$ cat config.mk
export PLATFORM = sky130hd
export DESIGN_NAME = msra_top
export DESIGN_NICKNAME = d
export VERILOG_FILES = /design/src/msra_pkg.sv /design/src/msra_pin_sync.sv /design/src/msra_ones_tally.sv /design/src/msra_top.sv
export SDC_FILE = /design/constraint.sdc
export NUM_CORES = 1
export LEC_CHECK = 0
export ABC_CLOCK_PERIOD_IN_PS = 2150
export BUFFER_PORTS_ARGS = -buffer_cell sky130_fd_sc_hd__buf_2
export CORE_AREA = 2 2 139 141
export CTS_BUF_LIST = sky130_fd_sc_hd__clkbuf_16
export DETAILED_ROUTE_END_ITERATION = 12
export DIE_AREA = 0 0 141 143
export MAX_ROUTING_LAYER = met4
export PLACE_DENSITY_LB_ADDON = 0.08
export SYNTH_ARGS = -nofsm -noshare
export SYNTH_HDL_FRONTEND = slang
export SYNTH_SLANG_ARGS = --single-unit
$ cat constraint.sdc
create_clock -name mclk -period 2.15 [get_ports mclk]
set_clock_uncertainty 0.2 [all_clocks]
set_input_delay 0.215 -clock mclk [delete_from_list [all_inputs] [get_ports mclk]]
set_output_delay 0.215 -clock mclk [all_outputs]
set_load 0.01 [all_outputs]
$ cat src/msra_pkg.sv
// Shared constants and types for the meter serial register access block
`default_nettype none

package msra_pkg;

  // Register addresses
  localparam logic [5:0] MSRA_ADDR_MODE = 6'h09;
  localparam logic [5:0] MSRA_ADDR_TEMP = 6'h26;
  localparam logic [5:0] MSRA_ADDR_PERIOD = 6'h27;
  localparam logic [5:0] MSRA_ADDR_TEST = 6'h3d;
  localparam logic [5:0] MSRA_ADDR_ONES = 6'h3e;
  localparam logic [5:0] MSRA_ADDR_REV = 6'h3f;

  // Reset values
  localparam logic [15:0] MSRA_MODE_RST = 16'h000c;
  localparam logic [7:0] MSRA_TEST_RST = 8'h00;
  localparam logic [7:0] MSRA_TEMP_RST = 8'h00;
  localparam logic [15:0] MSRA_PERIOD_RST = 16'h0000;
  localparam logic [5:0] MSRA_ONES_RST = 6'h00;

  // Command byte layout
  localparam int MSRA_CMD_BITS = 8;
  localparam int MSRA_CMD_DIR_BIT = 7;
  localparam int MSRA_CMD_ADDR_MSB = 5;

  // Shift register width covers the widest register here
  localparam int MSRA_DATA_BITS = 16;

  typedef struct packed {
    logic sclk;
    logic cs_n;
    logic din;
  } msra_link_type;

  typedef struct packed {
    logic [10:0] upper;
    logic converter_suspend;
    logic sag_output_off;
    logic pulse_output_off;
    logic power_lowpass_bypass;
    logic current_highpass_bypass;
  } msra_mode_type;

  typedef enum logic [1:0] {
    MSRA_ST_CMD = 2'b00,
    MSRA_ST_WRITE = 2'b01,
    MSRA_ST_READ = 2'b10
  } msra_state_type;

endpackage

`default_nettype wire

$ cat src/msra_pin_sync.sv
// Two-stage synchroniser with edge detection for the serial pins
`default_nettype none

module msra_pin_sync
  import msra_pkg::*;
(
  input wire logic mclk,
  input wire logic sys_rst,
  input wire msra_link_type pins,
  output msra_link_type level,
  output logic sclk_rise,
  output logic sclk_fall
);

  msra_link_type meta_r, meta_nxt;
  msra_link_type sync_r, sync_nxt;
  logic sclk_old_r, sclk_old_nxt;

  always_comb
  begin
    meta_nxt = pins;
    sync_nxt = meta_r;
    sclk_old_nxt = sync_r.sclk;
  end

  // Idle pin levels: clock low, select high
  always_ff @(posedge mclk)
  begin
    if (sys_rst)
    begin
      meta_r <= '{sclk: 1'b0, cs_n: 1'b1, din: 1'b0};
      sync_r <= '{sclk: 1'b0, cs_n: 1'b1, din: 1'b0};
      sclk_old_r <= 1'b0;
    end
    else
    begin
      meta_r <= meta_nxt;
      sync_r <= sync_nxt;
      sclk_old_r <= sclk_old_nxt;
    end
  end

  assign level = sync_r;
  assign sclk_rise = sync_r.sclk & ~sclk_old_r;
  assign sclk_fall = ~sync_r.sclk & sclk_old_r;

endmodule // msra_pin_sync

`default_nettype wire

$ cat src/msra_ones_tally.sv
// Counts one bits shifted out during a read and latches the total
`default_nettype none

module msra_ones_tally
  import msra_pkg::*;
(
  input wire logic mclk,
  input wire logic sys_rst,
  input wire logic clear,
  input wire logic bit_valid,
  input wire logic bit_value,
  input wire logic capture,
  output logic [5:0] total
);

  logic [5:0] run_r, run_nxt;
  logic [5:0] total_r, total_nxt;

  always_comb
  begin
    run_nxt = run_r;
    total_nxt = total_r;
    if (clear)
      run_nxt = MSRA_ONES_RST;
    else if (bit_valid && bit_value)
      run_nxt = run_r + 6'h01;
    if (capture)
      total_nxt = run_r;
  end

  always_ff @(posedge mclk)
  begin
    if (sys_rst)
    begin
      run_r <= MSRA_ONES_RST;
      total_r <= MSRA_ONES_RST;
    end
    else
    begin
      run_r <= run_nxt;
      total_r <= total_nxt;
    end
  end

  assign total = total_r;

endmodule // msra_ones_tally

`default_nettype wire

$ cat src/msra_top.sv
// Serial register access front end and upper register map of the meter
// How it works
// - Temperature register holds latest signed conversion
// - Period register read-only, top bit zero
// - Checksum counts ones of previous read
// - Revision register returns fixed number
// - First byte of every transfer is command
// - Command byte is write-only, never read
// - Command bits 0-5 select the register
// - Bit 7 set: next transfer writes
// - Bit 7 clear: next transfer reads
// - Mode register at 0x09 sets configuration
// - Mode bit 1 bypasses power low-pass
// - Mode bit 4 powers down both converters
// - Stopped input clock freezes all state
`default_nettype none

module msra_top
  import msra_pkg::*;
#(
  parameter logic [7:0] SILICON_REVISION = 8'h5a // Arbitrary value
)
(
  input wire logic mclk,
  input wire logic sys_rst,
  input wire logic sclk_pin,
  input wire logic cs_n_pin,
  input wire logic din_pin,
  output logic dout_pin,
  output logic dout_oe,
  input wire logic [7:0] temperature_in,
  input wire logic temperature_valid,
  input wire logic [15:0] period_in,
  input wire logic period_valid,
  output logic current_highpass_bypass,
  output logic power_lowpass_bypass,
  output logic pulse_output_off,
  output logic sag_output_off,
  output logic converter_suspend,
  output logic [10:0] mode_upper,
  output logic [7:0] test_config
);

  msra_link_type pins;
  msra_link_type lvl;
  logic sclk_rise;
  logic sclk_fall;
  logic [5:0] ones_total;

  assign pins = '{sclk: sclk_pin, cs_n: cs_n_pin, din: din_pin};

  msra_pin_sync u_sync (
    .mclk(mclk),
    .sys_rst(sys_rst),
    .pins(pins),
    .level(lvl),
    .sclk_rise(sclk_rise),
    .sclk_fall(sclk_fall)
  );

  // Transfer state
  msra_state_type st_r, st_nxt;
  logic [4:0] cnt_r, cnt_nxt;
  logic [7:0] cmd_r, cmd_nxt;
  logic [5:0] addr_r, addr_nxt;
  logic [15:0] wsh_r, wsh_nxt;
  logic [15:0] rsh_r, rsh_nxt;
  logic dout_r, dout_nxt;
  logic [4:0] nbits;
  logic cmd_done;
  logic wr_commit;
  logic rd_done;
  logic rd_start;
  logic shift_out;
  logic [15:0] wr_data;
  logic [15:0] rd_value;

  // Register state
  msra_mode_type mode_r, mode_nxt;
  logic [7:0] test_r, test_nxt;
  logic [7:0] temp_r, temp_nxt;
  logic [15:0] period_r, period_nxt;

  // Transfer length in bits: whole bytes from register width
  function automatic logic [4:0] xfer_bits(input logic [5:0] a);
    if (a == MSRA_ADDR_MODE || a == MSRA_ADDR_PERIOD)
      xfer_bits = 5'h10;
    else
      xfer_bits = 5'h08;
  endfunction

  // Unlisted addresses read as zero
  function automatic logic [15:0] read_mux(
    input logic [5:0] a,
    input msra_mode_type m,
    input logic [7:0] t,
    input logic [7:0] tp,
    input logic [15:0] p,
    input logic [5:0] o
  );
    if (a == MSRA_ADDR_MODE)
      read_mux = m;
    else if (a == MSRA_ADDR_TEMP)
      read_mux = {8'h00, tp};
    else if (a == MSRA_ADDR_PERIOD)
      read_mux = p;
    else if (a == MSRA_ADDR_TEST)
      read_mux = {8'h00, t};
    else if (a == MSRA_ADDR_ONES)
      read_mux = {10'h000, o};
    else if (a == MSRA_ADDR_REV)
      read_mux = {8'h00, SILICON_REVISION};
    else
      read_mux = 16'h0000;
  endfunction

  assign nbits = xfer_bits(addr_r);
  // Address built from the stored bits plus the incoming one, so no loop through cmd_nxt
  assign rd_value = read_mux({cmd_r[4:0], lvl.din}, mode_r, test_r, temp_r, period_r, ones_total);

  always_comb
  begin
    st_nxt = st_r;
    cnt_nxt = cnt_r;
    cmd_nxt = cmd_r;
    addr_nxt = addr_r;
    wsh_nxt = wsh_r;
    rsh_nxt = rsh_r;
    dout_nxt = dout_r;
    cmd_done = 1'b0;
    wr_commit = 1'b0;
    rd_done = 1'b0;
    rd_start = 1'b0;
    shift_out = 1'b0;
    wr_data = {wsh_r[14:0], lvl.din};
    if (lvl.cs_n)
    begin
      // Deselect aborts; next selection begins with a command
      st_nxt = MSRA_ST_CMD;
      cnt_nxt = 5'h00;
      dout_nxt = 1'b0;
    end
    else
    begin
      case (st_r)
        MSRA_ST_CMD:
        begin
          if (sclk_fall)
          begin
            cmd_nxt = {cmd_r[6:0], lvl.din};
            cnt_nxt = cnt_r + 5'h01;
            if (cnt_r == 5'(MSRA_CMD_BITS - 1))
            begin
              cmd_done = 1'b1;
              cnt_nxt = 5'h00;
              // Bit 6 is ignored; host keeps it zero
              addr_nxt = cmd_nxt[MSRA_CMD_ADDR_MSB:0];
              wsh_nxt = 16'h0000;
              if (cmd_nxt[MSRA_CMD_DIR_BIT])
                st_nxt = MSRA_ST_WRITE;
              else
              begin
                st_nxt = MSRA_ST_READ;
                rd_start = 1'b1;
                // Left align so the top byte leaves first
                if (xfer_bits(cmd_nxt[MSRA_CMD_ADDR_MSB:0]) == 5'h10)
                  rsh_nxt = rd_value;
                else
                  rsh_nxt = {rd_value[7:0], 8'h00};
              end
            end
          end
        end
        MSRA_ST_WRITE:
        begin
          if (sclk_fall)
          begin
            wsh_nxt = wr_data;
            cnt_nxt = cnt_r + 5'h01;
            if (cnt_r == nbits - 5'h01)
            begin
              wr_commit = 1'b1;
              cnt_nxt = 5'h00;
              st_nxt = MSRA_ST_CMD;
            end
          end
        end
        MSRA_ST_READ:
        begin
          // Drive on rising edge so the host samples on falling
          if (sclk_rise)
          begin
            shift_out = 1'b1;
            dout_nxt = rsh_r[15];
            rsh_nxt = {rsh_r[14:0], 1'b0};
          end
          if (sclk_fall)
          begin
            cnt_nxt = cnt_r + 5'h01;
            if (cnt_r == nbits - 5'h01)
            begin
              rd_done = 1'b1;
              cnt_nxt = 5'h00;
              st_nxt = MSRA_ST_CMD;
            end
          end
        end
        default:
        begin
          st_nxt = MSRA_ST_CMD;
          cnt_nxt = 5'h00;
        end
      endcase
    end
  end

  // All state lives on mclk, so a stopped clock freezes it
  always_ff @(posedge mclk)
  begin
    if (sys_rst)
    begin
      st_r <= MSRA_ST_CMD;
      cnt_r <= 5'h00;
      cmd_r <= 8'h00;
      addr_r <= 6'h00;
      wsh_r <= 16'h0000;
      rsh_r <= 16'h0000;
      dout_r <= 1'b0;
    end
    else
    begin
      st_r <= st_nxt;
      cnt_r <= cnt_nxt;
      cmd_r <= cmd_nxt;
      addr_r <= addr_nxt;
      wsh_r <= wsh_nxt;
      rsh_r <= rsh_nxt;
      dout_r <= dout_nxt;
    end
  end

  msra_ones_tally u_tally (
    .mclk(mclk),
    .sys_rst(sys_rst),
    .clear(rd_start),
    .bit_valid(shift_out),
    .bit_value(rsh_r[15]),
    .capture(rd_done),
    .total(ones_total)
  );

  // Register file
  always_comb
  begin
    mode_nxt = mode_r;
    test_nxt = test_r;
    temp_nxt = temp_r;
    period_nxt = period_r;
    if (wr_commit && addr_r == MSRA_ADDR_MODE)
      mode_nxt = wr_data;
    if (wr_commit && addr_r == MSRA_ADDR_TEST)
      test_nxt = wr_data[7:0];
    if (temperature_valid)
      temp_nxt = temperature_in;
    if (period_valid)
      period_nxt = {1'b0, period_in[14:0]};
  end

  always_ff @(posedge mclk)
  begin
    if (sys_rst)
    begin
      mode_r <= MSRA_MODE_RST;
      test_r <= MSRA_TEST_RST;
      temp_r <= MSRA_TEMP_RST;
      period_r <= MSRA_PERIOD_RST;
    end
    else
    begin
      mode_r <= mode_nxt;
      test_r <= test_nxt;
      temp_r <= temp_nxt;
      period_r <= period_nxt;
    end
  end

  // Only the read phase drives the pin, so the command is never echoed
  assign dout_oe = (st_r == MSRA_ST_READ);
  assign dout_pin = dout_r;
  assign current_highpass_bypass = mode_r.current_highpass_bypass;
  assign power_lowpass_bypass = mode_r.power_lowpass_bypass;
  assign pulse_output_off = mode_r.pulse_output_off;
  assign sag_output_off = mode_r.sag_output_off;
  assign converter_suspend = mode_r.converter_suspend;
  assign mode_upper = mode_r.upper;
  assign test_config = test_r;
endmodule // msra_top

`default_nettype wire

==> impl_metrics.ini <==
[final_layout]
utilization_pct = 40.9
diodes = 0
layout.nets = 751
drive_gt1_share_pct = 27.5
area_growth_syn_to_layout_pct = 37.3
fill_cells = 1832

[detailed_routing]
drt_iter0_markers = 203
wl_met3_um = 535
drc = 0
routed.top_layer = met4
wl_met2_mm = 7.98
vias = 4730
viasPerCell = 4.92
drt_wl_total_mm = 16.0
m1WireLength_mm = 7.28
avgRoutedWirePerCell_um = 16.7
first_pass_iters = 4
antenna_left = 0

[clock_network]
path_clk_slew_ns = 0.06
cts_tree = yes
clk_latency_ns = 0.42
root_buffer = clkbuf_16
clock_sinks = 118
htree_num_levels = 4
cts_made_buffers = 17
cts_buffer_depth = 2

[yosys]
synth_top_family_by_area = simple AND/OR/NAND/NOR gates
ys.flop_type = dfxtp_1
synth-seq-cells = 118
synth-edff-count = 0
syn_avg_cell_area_um2 = 9.42
yosys.area_share.simple_pct = 23.7
synth.area.mux_share_pct = 14.6
yosysWarningCount = 0
async_flop_share_pct = 0
ys_seq_area_share_pct = 42.6
syn_area_um2 = 5540
synth_compound_area_share_pct = 12.8
syn_inst = 588
synth_nets = 625
synth_xor_area_share_pct = 0.791
synth_top_area_share_pct = 42.6
synth_cell_types = 71
yosys.area.top_type = dfxtp_1
synth_fa_ha_area_share_pct = 1.36
synth_area_leaders = dfxtp_1 (43%), mux2i_1 (15%), nand2b_1 (5.3%), nor2_1 (4.9%), a21oi_1 (2.3%)

[grt]
grt_max_degree = 88
grt_usage_pct = 16.8
antenna_found_initial = 0
grt_pass1_vias = 4665
grt_overflow_total = 0
grt_pass1_wl_mm = 25.4

[place]
post-place-ws_ns = 0.00156
place_congestion = 0.801
io_buffers = 55
hpwlAfterDp_mm = 11.3

[power_and_ir_drop]
power.density_nw_per_um2 = 754
p_total_mw = 5.74
p_leak_nw = 2.89
irDropWorstVdd_v = 0.000542

[floorplanning]
initial_utilization_pct = 29.8
ioPinCount = 57
dieHeight_um = 143
rows = 50
die-width_um = 141
core_area_um2 = 18600
die_area_um2 = 20200

[worst_setup_path]
worstPathMaxFanout = 7
cp.arrival_ns = 2.22
path_class = reg -> reg
required_ns = 2.30
slowest_stage = or4b_4
critical_path.max_stage_delay_ns = 0.57
worst-path-buf-inv = 1
endpoint_kind = flip-flop
crit_chain = or4b_4, nor2_4, buf_4, a221oi_1, a221o_1, a21oi_1
critPathLaunchType = flip-flop
crit_family = simple AND/OR/NAND/NOR gates

[timing]
min_period_ns = 2.08
finalCritPeriodShare_pct = 96.7
setup_viol = 0
final_hold_viol_count = 0
worst_slew_pin_slew_ns = 0.470
rsz0062_at_grt = yes
fmax_mhz = 481
worst_slack_ns = 0.0719
drv_slew = 0
max_slew_margin_pct = 68.5
holdWs_ns = 0.0465

[hold_path]
hold_class = in -> reg

[outcome]
outcome = finished clean

[job]
max_cap_violations = 0
==> worst register-to-register path: stages, from the launching register on <==
cell and delay [ns]:
dfxtp_1 0.37, or4b_4 0.57, nor2_4 0.20, buf_4 0.15, a221oi_1 0.07, a221o_1 0.33
a21oi_1 0.11
==> cell type report <==
type	instances	area, um^2	share of cell area [%]
clock inverters	15	251	3.31
multi-input cells	425	3100	40.7
well taps	234	293	3.85
inverters	5	18.8	0.247
clock buffers	17	425	5.59
flip-flops and latches	118	2380	31.2
repair buffers	147	1140	15.0
==> power by group <==
part,switching (mW),internal (mW),total (mW)
clock,1.11,2.19,3.30
combinational,0.0898,0.109,0.198
sequential,0.0218,2.22,2.24
==> per-layer routing <==
| layer | global-route usage [%] | vias up |
|---|---|---|
| met5 | - | - |
| met4 | 5.11 | 0 |
| met3 | 3.86 | 16 |
| met2 | 28.4 | 82 |
| met1 | 20.0 | 2273 |
| li1 | - | 2359 |
==> cells in the mapped netlist (all sizes together) (2+ instances only) <==
master,instances
or3,4
o211ai,4
and2,19
or2,3
a21boi,2
nor4b,3
xnor2,2
mux2i,81
nor4bb,3
dfxtp,118
inv,5
nand4,3
xor2,3
and4b,2
ha,6
buf,14
o21ai,13
nand3,18
nor3b,2
nor4,2
a311oi,5
o31ai,2
nor2,74
o32ai,4
nand3b,4
and4,2
and3,2
or4b,3
clkbuf,26
nand2b,47
nand2,23
nor3,6
nor2b,12
a221o,4
o2111ai,2
a21oi,25
a221oi,2
a211oi,10
a22oi,10
==> registers in the layout (all words and copies together), names as in the netlist, 5 cells and up <==
| register | flops |
|---|---|
| rsh_r | 16 |
| period_r | 15 |
| wsh_r | 15 |
| mode_upper | 11 |
| temp_r | 8 |
| test_config | 8 |
| cmd_r | 7 |
| addr_r | 6 |
| u_tally.run_r | 6 |
| u_tally.total | 6 |
| cnt_r | 5 |
==> kinds of logic (layout without fill, tap and decap cells) <==
logic type | Yosys count | count (layout)
fa+ha+maj | 6 | 6
compound gates | 99 | 99
simple gates | 234 | 234
xor+xnor | 5 | 5
mux | 81 | 81
flops | 118 | 118
buf+inv | 45 | 184
==> through the flow <==
step	cells	TNS (ns)	cell area (um^2)
6_report	961	0	7610
5_1_grt	961	-0.0922	7610
4_1_cts	957	0	7400
3_5_place_dp	894	0	6380
3_3_place_gp	894	0	6380
2_1_floorplan	588	0	5550
==> final timing paths <==
path | to | cells past startpoint | startpoint | slack [ns]
worst max-delay path | rsh_r[13] | 6 | cmd_r[4] | 0.07
worst min-delay path | temp_r[7] | 3 | temperature_valid | 0.05
worst max register to register | rsh_r[13] | 6 | cmd_r[4] | 0.07
worst min register to register | u_sync.level[1] | 1 | u_sync.meta_r[1] | 0.21
==> what timing repair did <==
item                                    in CTS  in global routing
endpoints found under the setup margin      14                 64
setup buffers                                3                  2
gates cloned                                 1                  2
hold buffers                                27                  0
endpoints found under the hold margin       28                  0
gates resized for setup                      8                 37
pin swaps                                    5                 17
==> layout by cell type (no fill, tap or decap), drive strengths merged, types with 3 or more instances in the layout <==
cell type,count
buf,119
dfxtp,118
mux2i,81
nor2,74
nand2b,47
dlygate4sd3,27
a21oi,25
nand2,23
and2,19
nand3,18
clkbuf,18
o21ai,13
nor2b,12
a22oi,10
a211oi,10
inv,9
bufinv,6
nor3,6
ha,6
a311oi,5
nand3b,4
a221o,4
or3,4
o211ai,4
o32ai,4
or2,3
nand4,3
xor2,3
clkinv,3
nor4bb,3
nor4b,3
or4b,3
Note: power is estimated with default switching activity, not from simulation.
